## config.mk

```make
export PLATFORM = sky130hd
export DESIGN_NAME = port_cmd_power_led
export DESIGN_NICKNAME = d
export VERILOG_FILES = /design/src/design/pcmd_pkg.sv /design/src/design/queue_drain_detect.sv /design/src/design/port_cmd_power_led.sv
export SDC_FILE = /design/constraint.sdc
export NUM_CORES = 1
export LEC_CHECK = 0
export BUFFER_PORTS_ARGS = -buffer_cell sky130_fd_sc_hd__buf_2
export CORE_MARGIN = 3
export CORE_UTILIZATION = 40
export CTS_BUF_LIST = sky130_fd_sc_hd__clkbuf_16
export CTS_CLUSTER_SIZE = 14
export DETAILED_ROUTE_END_ITERATION = 10
export PLACE_DENSITY = 0.78
export SLEW_MARGIN = 20
export SYNTH_ARGS = -nofsm -noshare
export SYNTH_HDL_FRONTEND = slang
export SYNTH_HIERARCHICAL = 1
export SYNTH_SLANG_ARGS = --single-unit
```

## constraint.sdc

```tcl
create_clock -name mclk_in -period 2.19 [get_ports mclk_in]
set_input_delay 0.438 -clock mclk_in [delete_from_list [all_inputs] [get_ports mclk_in]]
set_output_delay 0.438 -clock mclk_in [all_outputs]
set_load 0.005 [all_outputs]
```

## src/design/pcmd_pkg.sv

```systemverilog
// constants for the port command power and led control block
package pcmd_pkg;

    // register map, byte addresses on the word-wide bus
    localparam int             REG_ADDR_W   = 8;
    localparam logic [7:0]     CMD_OFFSET   = 8'h00;
    localparam logic [7:0]     CAPS_OFFSET  = 8'h04;
    localparam logic [7:0]     STAT_OFFSET  = 8'h08;

    // port_command_status field positions
    localparam int             ASP_BIT      = 27;
    localparam int             AGGRESSIVE_POWER_ENABLE_BIT     = 26;
    localparam int             LED_FOR_PACKET_DEVICE_ENABLE_BIT     = 25;
    localparam int             ATAPI_BIT    = 24;
    localparam int             AUTO_PARTIAL_TO_SLUMBER_ENABLE_BIT    = 23;
    localparam int             SWITCHING_CAPABLE_PORT_BIT    = 22;
    localparam int             ESP_BIT      = 21;
    localparam int             CPD_BIT      = 20;
    localparam int             PRESENCE_SWITCH_ATTACHED_BIT     = 19;
    localparam int             HOTPLUG_CAPABLE_PORT_BIT     = 18;

    // capability mirror field positions
    localparam int             SALP_BIT     = 0;
    localparam int             APST_BIT     = 1;
    localparam int             SPM_BIT      = 2;
    localparam int             FBSS_BIT     = 3;
    localparam int             SXS_BIT      = 4;

    // status field positions
    localparam int             P2S_WAIT_BIT = 0;
    localparam int             P2S_DONE_BIT = 1;
    localparam int             LED_BIT      = 2;

    localparam logic [31:0]    WORD_ZERO    = 32'h0000_0000;
    localparam logic           BIT_RESET    = 1'b0;

    // bus encodings
    localparam logic [1:0]     HTRANS_IDLE  = 2'b00;
    localparam logic [2:0]     HSIZE_WORD   = 3'b010;
    localparam logic           HRESP_OKAY   = 1'b0;

    // timing
    localparam int             CLK_PERIOD_NS   = 10;
    localparam int             P2S_WAIT_NS     = 10000;
    localparam int             P2S_WAIT_CYCLES = (P2S_WAIT_NS + CLK_PERIOD_NS - 1) / CLK_PERIOD_NS;

    localparam int             SLOT_COUNT   = 32;

    typedef enum logic [1:0] {
        P2S_IDLE,
        P2S_COUNT,
        P2S_DONE
    } p2s_state_type;

endpackage : pcmd_pkg

```

## src/design/queue_drain_detect.sv

```systemverilog
// detects the moment both outstanding-command vectors become empty
`timescale 1ns/10ps
module queue_drain_detect
    import pcmd_pkg::*;
#(
    parameter int SLOTS = SLOT_COUNT
) (
    input  wire logic             mclk_in,
    input  wire logic             arst_n_in,
    input  wire logic             ce_in,
    input  wire logic [SLOTS-1:0] issue_in,
    input  wire logic [SLOTS-1:0] tags_in,
    output logic                  drained_out
);

    logic busy_q;
    logic busy_d;

    assign busy_d = (|issue_in) || (|tags_in);

    always_ff @(posedge mclk_in or negedge arst_n_in) begin
        if (!arst_n_in) begin
            busy_q <= BIT_RESET;
        end else if (ce_in) begin
            busy_q <= busy_d;
        end
    end

    // one vector emptying while the other is already empty gives one pulse
    always_ff @(posedge mclk_in or negedge arst_n_in) begin
        if (!arst_n_in) begin
            drained_out <= BIT_RESET;
        end else if (ce_in) begin
            drained_out <= busy_q && !busy_d;
        end
    end

endmodule // queue_drain_detect

```

## src/design/port_cmd_power_led.sv

```systemverilog
// port command register power, led and capability bits behind an ahb-lite slave
//
// The AHB-Lite interface to the registers and the register offsets were left to the implementer.
`timescale 1ns/10ps
// Contract
// - aggressive enable, select one: drain enters slumber
// - aggressive enable, select zero: drain enters partial
// - aggressive enable lets link drop power autonomously
// - led enable drives led regardless of atapi
// - led enable clear: led only for non-atapi
// - atapi bit read-write, reset zero, gates led
// - auto partial-to-slumber only while enable set
// - switching bit read-only, needs both capabilities
// - external bit read-only, implies connector capability
// - external and hotplug bits never both set
// - cold presence bit read-only, hardware initialised
// - presence switch bit read-only, hardware initialised
module port_cmd_power_led
    import pcmd_pkg::*;
#(
    parameter int   SLOTS          = SLOT_COUNT,
    parameter int   P2S_WAIT       = P2S_WAIT_CYCLES,
    parameter logic CAP_LINK_POWER = 1'b1,
    parameter logic CAP_AUTO_TRANS = 1'b1,
    parameter logic CAP_MULTIPLIER = 1'b1,
    parameter logic CAP_SWITCHING  = 1'b1,
    parameter logic CAP_EXT_CONN   = 1'b1,
    parameter logic PORT_SWITCHING = 1'b0,
    parameter logic PORT_EXTERNAL  = 1'b0,
    parameter logic PORT_HOTPLUG   = 1'b0,
    parameter logic PORT_COLD_PRES = 1'b0,
    parameter logic PORT_PRES_SW   = 1'b0
) (
    input  wire logic             mclk_in,
    input  wire logic             arst_n_in,
    input  wire logic             ce_in,
    input  wire logic             hsel_in,
    input  wire logic [31:0]      haddr_in,
    input  wire logic [1:0]       htrans_in,
    input  wire logic             hwrite_in,
    input  wire logic [2:0]       hsize_in,
    input  wire logic [31:0]      hwdata_in,
    input  wire logic             hready_in,
    output logic [31:0]           hrdata_out,
    output logic                  hreadyout_out,
    output logic                  hresp_out,
    input  wire logic [SLOTS-1:0] command_issue_in,
    input  wire logic [SLOTS-1:0] active_tags_in,
    input  wire logic             cmd_active_in,
    input  wire logic             link_partial_in,
    output logic                  partial_req_out,
    output logic                  slumber_req_out,
    output logic                  led_out
);

    localparam int CNT_W = $clog2(P2S_WAIT + 1);
    localparam logic [CNT_W-1:0] CNT_LAST = CNT_W'(P2S_WAIT - 1);
    localparam logic [CNT_W-1:0] CNT_ZERO = '0;

    // hardware-initialised bits; illegal strap combinations are masked off
    localparam logic SWITCHING_CAPABLE_PORT_VAL = PORT_SWITCHING && CAP_MULTIPLIER && CAP_SWITCHING;
    localparam logic ESP_VAL   = PORT_EXTERNAL && CAP_EXT_CONN;
    localparam logic HOTPLUG_CAPABLE_PORT_VAL  = PORT_HOTPLUG && !ESP_VAL;
    localparam logic CPD_VAL   = PORT_COLD_PRES;
    localparam logic PRESENCE_SWITCH_ATTACHED_VAL  = PORT_PRES_SW;

    logic                  asp_q;
    logic                  aggressive_power_enable_q;
    logic                  led_for_packet_device_enable_q;
    logic                  atapi_q;
    logic                  auto_partial_to_slumber_enable_q;
    logic                  wr_pend_q;
    logic                  rd_pend_q;
    logic [REG_ADDR_W-1:0] wr_addr_q;
    logic [REG_ADDR_W-1:0] rd_addr_q;
    logic                  addr_phase;
    logic                  wr_cmd;
    logic                  drained;
    p2s_state_type         p2s_state_q;
    logic [CNT_W-1:0]      p2s_cnt_q;
    logic                  p2s_fire;
    logic [31:0]           cmd_word;
    logic [31:0]           caps_word;
    logic [31:0]           stat_word;
    logic [31:0]           rd_word;

    // ---------------- bus slave ----------------
    assign addr_phase = hsel_in && hready_in && (htrans_in[1] != HTRANS_IDLE[1]);
    assign wr_cmd     = wr_pend_q && (wr_addr_q == CMD_OFFSET);

    always_ff @(posedge mclk_in or negedge arst_n_in) begin
        if (!arst_n_in) begin
            wr_pend_q <= BIT_RESET;
            wr_addr_q <= '0;
        end else if (ce_in) begin
            wr_pend_q <= addr_phase && hwrite_in && (hsize_in == HSIZE_WORD);
            if (addr_phase) begin
                wr_addr_q <= haddr_in[REG_ADDR_W-1:0];
            end
        end
    end

    // reads take one wait state so a read right after a write sees the new value
    always_ff @(posedge mclk_in or negedge arst_n_in) begin
        if (!arst_n_in) begin
            rd_pend_q     <= BIT_RESET;
            rd_addr_q     <= '0;
            hreadyout_out <= 1'b1;
            hrdata_out    <= WORD_ZERO;
        end else if (ce_in) begin
            if (rd_pend_q) begin
                rd_pend_q     <= BIT_RESET;
                hreadyout_out <= 1'b1;
                hrdata_out    <= rd_word;
            end else if (addr_phase && !hwrite_in) begin
                rd_pend_q     <= 1'b1;
                rd_addr_q     <= haddr_in[REG_ADDR_W-1:0];
                hreadyout_out <= 1'b0;
            end
        end
    end

    always_ff @(posedge mclk_in or negedge arst_n_in) begin
        if (!arst_n_in) begin
            hresp_out <= HRESP_OKAY;
        end else if (ce_in) begin
            hresp_out <= HRESP_OKAY;
        end
    end

    // ---------------- software bits ----------------
    always_ff @(posedge mclk_in or negedge arst_n_in) begin
        if (!arst_n_in) begin
            asp_q   <= BIT_RESET;
            aggressive_power_enable_q  <= BIT_RESET;
            led_for_packet_device_enable_q  <= BIT_RESET;
            atapi_q <= BIT_RESET;
            auto_partial_to_slumber_enable_q <= BIT_RESET;
        end else if (ce_in && wr_cmd) begin
            asp_q   <= hwdata_in[ASP_BIT] && CAP_LINK_POWER;
            aggressive_power_enable_q  <= hwdata_in[AGGRESSIVE_POWER_ENABLE_BIT] && CAP_LINK_POWER;
            led_for_packet_device_enable_q  <= hwdata_in[LED_FOR_PACKET_DEVICE_ENABLE_BIT];
            atapi_q <= hwdata_in[ATAPI_BIT];
            // masked so a careless write cannot enable an absent feature
            auto_partial_to_slumber_enable_q <= hwdata_in[AUTO_PARTIAL_TO_SLUMBER_ENABLE_BIT] && CAP_AUTO_TRANS;
        end
    end

    always_comb begin
        cmd_word            = WORD_ZERO;
        cmd_word[ASP_BIT]   = asp_q;
        cmd_word[AGGRESSIVE_POWER_ENABLE_BIT]  = aggressive_power_enable_q;
        cmd_word[LED_FOR_PACKET_DEVICE_ENABLE_BIT]  = led_for_packet_device_enable_q;
        cmd_word[ATAPI_BIT] = atapi_q;
        cmd_word[AUTO_PARTIAL_TO_SLUMBER_ENABLE_BIT] = auto_partial_to_slumber_enable_q;
        cmd_word[SWITCHING_CAPABLE_PORT_BIT] = SWITCHING_CAPABLE_PORT_VAL;
        cmd_word[ESP_BIT]   = ESP_VAL;
        cmd_word[CPD_BIT]   = CPD_VAL;
        cmd_word[PRESENCE_SWITCH_ATTACHED_BIT]  = PRESENCE_SWITCH_ATTACHED_VAL;
        cmd_word[HOTPLUG_CAPABLE_PORT_BIT]  = HOTPLUG_CAPABLE_PORT_VAL;
    end

    always_comb begin
        caps_word           = WORD_ZERO;
        caps_word[SALP_BIT] = CAP_LINK_POWER;
        caps_word[APST_BIT] = CAP_AUTO_TRANS;
        caps_word[SPM_BIT]  = CAP_MULTIPLIER;
        caps_word[FBSS_BIT] = CAP_SWITCHING;
        caps_word[SXS_BIT]  = CAP_EXT_CONN || ESP_VAL;
        stat_word               = WORD_ZERO;
        stat_word[P2S_WAIT_BIT] = (p2s_state_q == P2S_COUNT);
        stat_word[P2S_DONE_BIT] = (p2s_state_q == P2S_DONE);
        stat_word[LED_BIT]      = led_out;
    end

    // unmapped addresses read as zero and ignore writes
    always_comb begin
        unique case (rd_addr_q)
            CMD_OFFSET:  rd_word = cmd_word;
            CAPS_OFFSET: rd_word = caps_word;
            STAT_OFFSET: rd_word = stat_word;
            default:     rd_word = WORD_ZERO;
        endcase
    end

    // ---------------- aggressive power entry ----------------
    queue_drain_detect #(
        .SLOTS (SLOTS)
    ) u_drain (
        .mclk_in     (mclk_in),
        .arst_n_in   (arst_n_in),
        .ce_in       (ce_in),
        .issue_in    (command_issue_in),
        .tags_in     (active_tags_in),
        .drained_out (drained)
    );

    always_ff @(posedge mclk_in or negedge arst_n_in) begin
        if (!arst_n_in) begin
            partial_req_out <= BIT_RESET;
            slumber_req_out <= BIT_RESET;
        end else if (ce_in) begin
            partial_req_out <= drained && aggressive_power_enable_q && !asp_q;
            slumber_req_out <= (drained && aggressive_power_enable_q && asp_q) || p2s_fire;
        end
    end

    // ---------------- automatic partial to slumber ----------------
    assign p2s_fire = (p2s_state_q == P2S_COUNT) && auto_partial_to_slumber_enable_q && link_partial_in && (p2s_cnt_q == CNT_LAST);

    // a dropped enable or a link that left partial aborts the wait at once
    always_ff @(posedge mclk_in or negedge arst_n_in) begin
        if (!arst_n_in) begin
            p2s_state_q <= P2S_IDLE;
            p2s_cnt_q   <= CNT_ZERO;
        end else if (ce_in) begin
            if (!auto_partial_to_slumber_enable_q || !link_partial_in) begin
                p2s_state_q <= P2S_IDLE;
                p2s_cnt_q   <= CNT_ZERO;
            end else begin
                unique case (p2s_state_q)
                    P2S_IDLE: begin
                        p2s_state_q <= P2S_COUNT;
                        p2s_cnt_q   <= CNT_ZERO;
                    end
                    P2S_COUNT: begin
                        if (p2s_fire) begin
                            p2s_state_q <= P2S_DONE;
                        end else begin
                            p2s_cnt_q <= p2s_cnt_q + CNT_W'(1);
                        end
                    end
                    P2S_DONE: begin
                        p2s_state_q <= P2S_DONE;
                    end
                    default: begin
                        p2s_state_q <= P2S_IDLE;
                    end
                endcase
            end
        end
    end

    // ---------------- activity led ----------------
    always_ff @(posedge mclk_in or negedge arst_n_in) begin
        if (!arst_n_in) begin
            led_out <= BIT_RESET;
        end else if (ce_in) begin
            led_out <= cmd_active_in && (led_for_packet_device_enable_q || !atapi_q);
        end
    end
endmodule // port_cmd_power_led

```

======== Word level (Yosys, flattened, before mapping) ========
Cells that the tools add are included.
storage, ports and cells
  flip-flop bits (word level) ............. 73
  bits in latches ......................... 0
  memory bits (writable) .................. 0
  memory bits (read-only) ................. 0
  output and inout port bits .............. 37
  word-level logic and storage cells ...... 77
  memories ................................ 0
operators by class
  add/subtract/negate cells ............... 1
  multipliers ............................. 0
  divide/modulo/power cells ............... 0
  magnitude comparators ................... 0
  equal/unequal tests ..................... 8
  shift operators ......................... 0
  multiplexer cells ....................... 11
  bitwise logic cells ..................... 1
  reduce and logical (&&, ||, !) cells .... 38
operator list
  kind                     number
  $pmux W28 S3             1
  $reduce_or A32 Y1        2
  $mux W10                 2
  $pmux W10 S2             1
  $logic_not A8 Y1         2
  $logic_and A1 B1 Y1      15
  $add A10 B1 Y10 const B  1
  $eq A10 B10 Y1 const B   1
  $eq A8 B3 Y1 const B     1
  $eq A8 B4 Y1 const B     1
  $reduce_and A2 Y1        4
  $logic_not A1 Y1         6
  $ne A3 B2 Y1 const B     2
  $pmux W2 S3              1
  $reduce_and A3 Y1        2
  $logic_or A1 B1 Y1       4
  $mux W1                  4
  $mux W2                  2
  $eq A3 B2 Y1 const B     1
  $reduce_bool A3 Y1       1
  $eq A2 B1 Y1 const B     1
  $eq A2 B2 Y1 const B     1
  $logic_not A2 Y1         1
  $reduce_bool A2 Y1       1
  $not A1 Y1               1

======== Longest topological paths before layout ========
Gate-level depths: netlist of run 1.
  word-level depth ........................ 7
  depth in mapped cells ................... 6
  gate-level depth less buffers ........... 6

======== Modules after synthesis ========
The synthesis of run 1 kept the hierarchy.
modules (own cells, without submodules)
  module              instances  cells each  area each (sq um)
  port_cmd_power_led  1          209         2401.1
  queue_drain_detect  1          27          217.7

======== Least setup slack after synthesis of run 1 ========
Ideal clock, no wire load.
  kind .................................... input to register
  start ................................... input port ce_in
  end ..................................... register rd_addr_q[0]
  library setup time ...................... 0.125 ns
  arrival ................................. 1.464 ns
  data required time ...................... 2.065 ns
  path slack .............................. 0.601 ns
  cell stages on the path ................. 5
  path buffers ............................ 2
  cell sequence ........................... buf_6 > nand4_4 > or3_1 > buf_6 > mux2_4
between the ends
  longest elaborated chain between the ends .. 1
ends and longest elaborated chain
  element                      RTL line                   source
  start, declared              port_cmd_power_led.sv:36   input wire logic ce_in,
  $reduce_and A3 Y1 (no line)  n/a
  end signal, assigned         port_cmd_power_led.sv:117  rd_addr_q <= haddr_in[REG_ADDR_W-1:0];
  end, declared                port_cmd_power_led.sv:75   logic [REG_ADDR_W-1:0] rd_addr_q;
Every way passes these cells.
A chain may end at the register's enable or synchronous reset.

======== Worst setup path after layout of run 1 ========
  start ................................... register p2s_state_q[1]
  end ..................................... register p2s_cnt_q[7]
between the ends
  longest elaborated chain between the ends .. 6
ends and longest elaborated chain
  element                            RTL line                                              source
  start, declared                    port_cmd_power_led.sv:79                              p2s_state_type p2s_state_q;
  start signal, assigned             port_cmd_power_led.sv:214                             p2s_state_q <= P2S_IDLE;
  start signal, assigned             port_cmd_power_led.sv:218                             p2s_state_q <= P2S_IDLE;
  start signal, assigned             port_cmd_power_led.sv:223                             p2s_state_q <= P2S_COUNT;
  $eq A2 B1 Y1                       port_cmd_power_led.sv:209, port_cmd_power_led.sv:221
  $logic_and A1 B1 Y1 (3 in series)  port_cmd_power_led.sv:209                             assign p2s_fire = (p2s_state_q == P2S_COUNT) && auto_partial_to_slumber_enable_q && link_partial_in && (p2s_cn ...
  $ne A3 B2 Y1 (no line)             n/a
  $reduce_and A3 Y1 (no line)        n/a
  end signal, assigned               port_cmd_power_led.sv:230                             p2s_cnt_q <= p2s_cnt_q + CNT_W'(1);
  end, declared                      port_cmd_power_led.sv:80                              logic [CNT_W-1:0] p2s_cnt_q;
Parallel ways exist; a longest one is shown, timed or not.

==> out/metrics.yaml, run 1 <==
fin_skew_ps: 9.46
cts_hold_buf: 0
post-route-min-period_ps: 2010
clk_latency_ps: 290
rsz0062_at_grt: "false"
drt_iter0_drc: 122
fin_ws_ps: 183
stdcell_count: 414
synth-seq-cells: 50
yosys-top-cells-count: "49 x dfrtp_1, 24 x buf_4, 18 x nor4_1, 14 x mux2_2, 14 x o21ai_0"
combPwrFrac_pct: 14.2
cts_buffers: 5
fin_crit_sh_pct: 91.6
worstSetupStartpointType: "register"
cts_resized: 0
synth_cell_types: 39
grt_pass1_wl_microns: 9780
setup_tns_ps: 0
place_congestion: 0.793
slowest_stage: "o31ai_1"
path_common_cell: "o31ai_1"
areaGrowthSynthToFinish_pct: 24.7
io_pins: 178
p_leak_nw: 1.63
reg2reg_slack_ps: 180
crit_required_ps: 2390
synthesis.area_sq_um: 2620
drc: 0
grt_antenna_before_repair: 0
arrival_ps: 2200
postCtsSetupRepairBufs: 0
syn-instance-count: 236
startpoint: "p2s_state_q[1]"
maxCapViolCount: 0
critPathMaxStageDelay_ps: 840
ir_worst_vdd_mv: 0.436
hold_class: "input port to asynchronous set/reset pin"
cp_max_fo: 9
wl_per_cell_microns: 14.8
syn_area_per_cell_sq_um: 11.1
fmax_ghz: 0.498
n_antenna_cell: 0
avgViaCountPerCell: 5.29
critical_path_class: "register to register"
cts_sinks: 50
power.total_mw: 2.26
pwr-share-seq_pct: 48.3
dp_slack_ps: 196
netlist.area_leader.share_pct: 46.8
die_area_sq_um: 7550
drt.antenna.violating_nets: 0
grt_usage_pct: 16.8
root_buffer: "clkbuf_16"
synth.most_common_cell: "dfrtp_1"
overflow: 0
reg2reg_from: "p2s_state_q[1]"
start_util_pct: 42.7
ys.flop_type: "dfrtp_1"
final_util_pct: 53.2
synth_area_leader_cell: "dfrtp_1"
slew_viol_final: 0
nets: 484
fp.coreArea_sq_um: 6130
placed_cells: 406
worst_slew_pin_slew_ps: 968
firstDrtPassIters: 4
endpoint: "p2s_cnt_q[7]"
clk_path_buf_depth: 2
synth_edf_count: 0
async_flop_share_pct: 100
p_sw_uw: 523
finalSetupViolCount: 0
ys_warn_count: 6
portBuffers: 102
multiInputGateArea_sq_um: 1190
r2r_end: "p2s_cnt_q[7]"
clk_pin_slew_ps: 60
wl_microns: 6120
relSlewSlack_pct: 34.9
first_global_vias: 2091
path_cells: "inv_1 > ha_1 > o31ai_1 > o21ai_0 > o31ai_1"
p_clk_share_pct: 37.4
fp.dieW_microns: 86.9
drive_above_1_share_pct: 40.7
fp.dieH_microns: 86.9
h-tree-depth: 2
rows: 28
grt_max_degree: 51
finalHoldViolCount: 0
power-per-cell-area_nw_per_um2: 693
worst_setup_path_end_kind: "register"
seqCellArea_sq_um: 1250
hpwl_microns: 4830
synthTopCellsByArea: "dfrtp_1 47%, buf_4 6.9%, mux2_2 6.0%"
r2r_cells: 5
routed-via-count: 2190
switching_share_pct: 23.1
p_int_mw: 1.74
cts_tree: "yes"
outcome: "completed"
ys_seq_area_share_pct: 47.8
n_fill_cell: 541
kinds of logic (layout without fill, tap and decap cells):
logic type               count (synthesis)  count (layout)  synth area share [%]
AND/OR/NAND/NOR                         70              70                  16.9
flip-flops                              50              50                  47.8
AO/OA/AOI/OAI                           48              48                  12.3
buffers and inverters                   40             121                  9.79
multiplexers                            22              22                  10.6
adder cells (fa/ha/maj)                  5               5                  2.39
other                                    1              23                 0.143
worst min-delay path by stage:
stage	from	endpoint	cells after the start
2_1_floorplan	arst_n_in	aggressive_power_enable_q	0
3_3_place_gp	hreadyout_out	hreadyout_out	2
3_5_place_dp	p2s_cnt_q[9]	p2s_cnt_q[9]	1
4_1_cts	arst_n_in	rd_addr_q[7]	2
5_1_grt	arst_n_in	hrdata_out[2]	2
6_report	arst_n_in	rd_addr_q[0]	2
through the flow:
step	hold WS, ps	instance area (sq um)
final	247	3260
after global placement	466	3100
after floorplan	142	2700
after global routing	313	3260
after detailed placement	465	3100
after CTS	269	3260
critical path: cells and delay by family (launching register included):
kind            cells  cell delay (ps)
compound gates      3             1190
buf+inv             1              100
flops               1              380
fa+ha+maj           1              250
routing by layer:
layer	part of all wire (%)	track usage, %	wire length [microns]
met4	2.1	6.66	129
met3	7.1	3.97	435
met1	42	22.5	2600
met5	0	0	0
met2	48	26.3	2960
state kept, by name, indices dropped and copies added (netlist names), 2 cells and up:
signal / count
hrdata_out: 9
p2s_cnt_q: 10
p2s_state_q: 2
rd_addr_q: 8
wr_addr_q: 8
power groups by stage:
stage	Clock [mW]	Combinational [mW]	Sequential (mW)
after detailed placement	0	0.324	1.11
after CTS	0.869	0.324	1.09
after floorplan	0	0.206	1.09
after global routing	0.904	0.363	1.11
after global placement	0	0.313	1.10
final	0.847	0.322	1.09
area by class of cell:
type	count	share of cell area, %
clock buffer	5	3.83
tap	75	2.87
clock inverter	3	1.15
timing repair buffer	105	16.3
sequential	50	38.4
inverter	8	0.920
multi-input combinational	168	36.5
placed cells by master, fill, tap and decap left out, types with 7 or more instances in the layout:
master	synthesis	layout
conb_1	1	23
nand2_1	11	11
nand4_1	9	9
dfrtp_1	49	49
inv_1	8	9
mux2_4	8	8
nor4_1	18	18
mux2_2	14	14
o31ai_1	7	7
buf_2	1	102
o21ai_0	14	14
a22o_1	8	8
No activity file was read; power rests on OpenSTA's default activity.
==> run 2, diff against run 1 <==
- CELL_PAD_IN_SITES_DETAIL_PLACEMENT: unset -> 0
- CELL_PAD_IN_SITES_GLOBAL_PLACEMENT: unset -> 2
- CORE_UTILIZATION: 40 -> 23
- PLACE_DENSITY: 0.78 -> unset
- PLACE_DENSITY_LB_ADDON: unset -> 0.1
==> run 2 against run 1 <==
Effect of this change:
- utilization down 23 points
- via count decreased by 2.8%
- setup slack better by 190 ps
- sequential cell count is the same
- design area grew 2.8%
- critical path type unchanged
- highest routed layer unchanged
==> out/metrics.yaml, run 2 (same netlist as run 1, synthesis figures left out) <==
outcome: "completed"
met3_usage_pct: 2.67
grt_max_degree: 51
drt_iter0_drc: 92
postCtsSetupRepairBufs: 0
drive_above_1_share_pct: 41.8
fp.dieH_microns: 113
hpwl_microns: 5640
overflow: 0
firstDrtPassIters: 4
wl_microns: 7210
slowest_stage: "dfrtp_1"
areaGrowthSynthToFinish_pct: 28.1
relSlewSlack_pct: 53.2
cpLargestDelayFamily: "simple AND/OR/NAND/NOR gates"
grt_pass1_wl_microns: 11200
combPwrFrac_pct: 14.9
n_fill_cell: 1163
slew_viol_final: 0
power-per-cell-area_nw_per_um2: 658
post-route-min-period_ps: 1820
worstSetupStartpointType: "register"
cts_resized: 0
finalSetupViolCount: 0
fmax_ghz: 0.550
dp_slack_ps: 346
grt_usage_pct: 11.1
die_area_sq_um: 12700
cts_buffers: 5
fin_ws_ps: 373
switching_share_pct: 25.9
critical_path_class: "register to register"
reg_top3: "p2s_cnt_q (10), hrdata_out (9)"
top_register: "p2s_cnt_q"
io_pins: 178
worst_slew_pin_slew_ps: 698
layout_commonest_cell: "buf_2"
grt_antenna_before_repair: 0
hold_class: "input port to asynchronous set/reset pin"
gr-usage-met1_pct: 15.1
p_clk_share_pct: 35.7
path_cells: "inv_1 > ha_1 > buf_4 > and3_1 > and2_1 > nand4_1 > o31ai_1"
largest_register_ffs: 10
setup_tns_ps: 0
nets: 487
h-tree-depth: 2
use_met2_pct: 17.9
portBuffers: 102
maxCapViolCount: 0
first_global_vias: 2105
root_buffer: "clkbuf_16"
busiest_layer: "met2"
avgViaCountPerCell: 4.41
worst-path-buf-inv: 2
fp.coreArea_sq_um: 11000
routed-via-count: 2128
arrival_ps: 2020
start_util_pct: 23.8
cts_sinks: 50
fin_crit_sh_pct: 83.0
p_sw_uw: 573
drc: 0
rsz0062_at_grt: "false"
critPathMaxStageDelay_ps: 410
p_int_mw: 1.64
final_util_pct: 30.6
clk_path_buf_depth: 2
most-common-layout-cells: "102 x buf_2, 49 x dfrtp_1, 23 x conb_1"
worst_setup_path_end_kind: "register"
cp_max_fo: 5
place_congestion: 0.773
n_antenna_cell: 0
clk_latency_ps: 290
ir_worst_vdd_mv: 0.300
finalHoldViolCount: 0
wl_per_cell_microns: 14.9
cts_hold_buf: 0
clk_pin_slew_ps: 70
fp.dieW_microns: 113
crit_required_ps: 2390
pwr-share-seq_pct: 49.4
rows: 38
drt.antenna.violating_nets: 0
cts_tree: "yes"
fin_skew_ps: 5.25
p_leak_nw: 1.64
run 2: changes by cell type in the layout (fill, tap and decap cells not counted):
| cell | previous run | this run |
|---|---|---|
| bufinv_16 | 1 | 0 |
| o31ai_1 | 7 | 6 |
| inv_1 | 9 | 8 |
| o31ai_2 | 0 | 1 |
| buf_4 | 3 | 6 |
| inv_6 | 0 | 1 |
| clkinvlp_4 | 0 | 1 |
run 2: power by group through the flow:
stage | combinational, mW | sequential (mW) | clock, mW
after global placement | 0.333 | 1.11 | 0
after floorplan | 0.206 | 1.09 | 0
after detailed placement | 0.340 | 1.11 | 0
final | 0.329 | 1.09 | 0.788
after global routing | 0.372 | 1.11 | 0.846
after CTS | 0.339 | 1.09 | 0.811
run 2: layer usage:
| layer | vias up | wire (microns) |
|---|---|---|
| li1 | 1050 | - |
| met1 | 972 | 3300 |
| met2 | 101 | 3300 |
| met3 | 5 | 533 |
| met4 | 0 | 70 |
| met5 | - | 0 |
run 2: through the flow:
stage               cells  power, mW  hold WS (ps)  cell area (sq um)
detailed placement    474       1.45           466               3210
finish                482       2.21           236               3360
floorplan             258       1.30           142               2700
global placement      474       1.44           460               3210
CTS                   482       2.24           291               3360
global route          482       2.33           309               3360
run 2: worst paths after layout:
path / start / to / slack [ps] / depth (start not counted)
max in group asynchronous: arst_n_in / wr_addr_q[3] / 1470 / 2
hold reg to reg: hrdata_out[2] / hrdata_out[2] / 470 / 2
min in group mclk_in: hwdata_in[24] / atapi_q / 390 / 2
setup / recovery: p2s_state_q[1] / p2s_cnt_q[9] / 370 / 7
hold / removal: arst_n_in / p2s_cnt_q[5] / 240 / 2
setup reg to reg: p2s_state_q[1] / p2s_cnt_q[9] / 370 / 7
run 2: final cells by class:
class                           instances  area (sq um)  area share (%)
Tap cell                              140           175            5.22
Sequential cell                        50          1250            37.3
Inverter                                8          30.0           0.895
Multi-Input combinational cell        168          1200            35.7
Clock buffer                            5           125            3.73
Timing Repair Buffer                  108           556            16.6
Clock inverter                          3          20.0           0.597
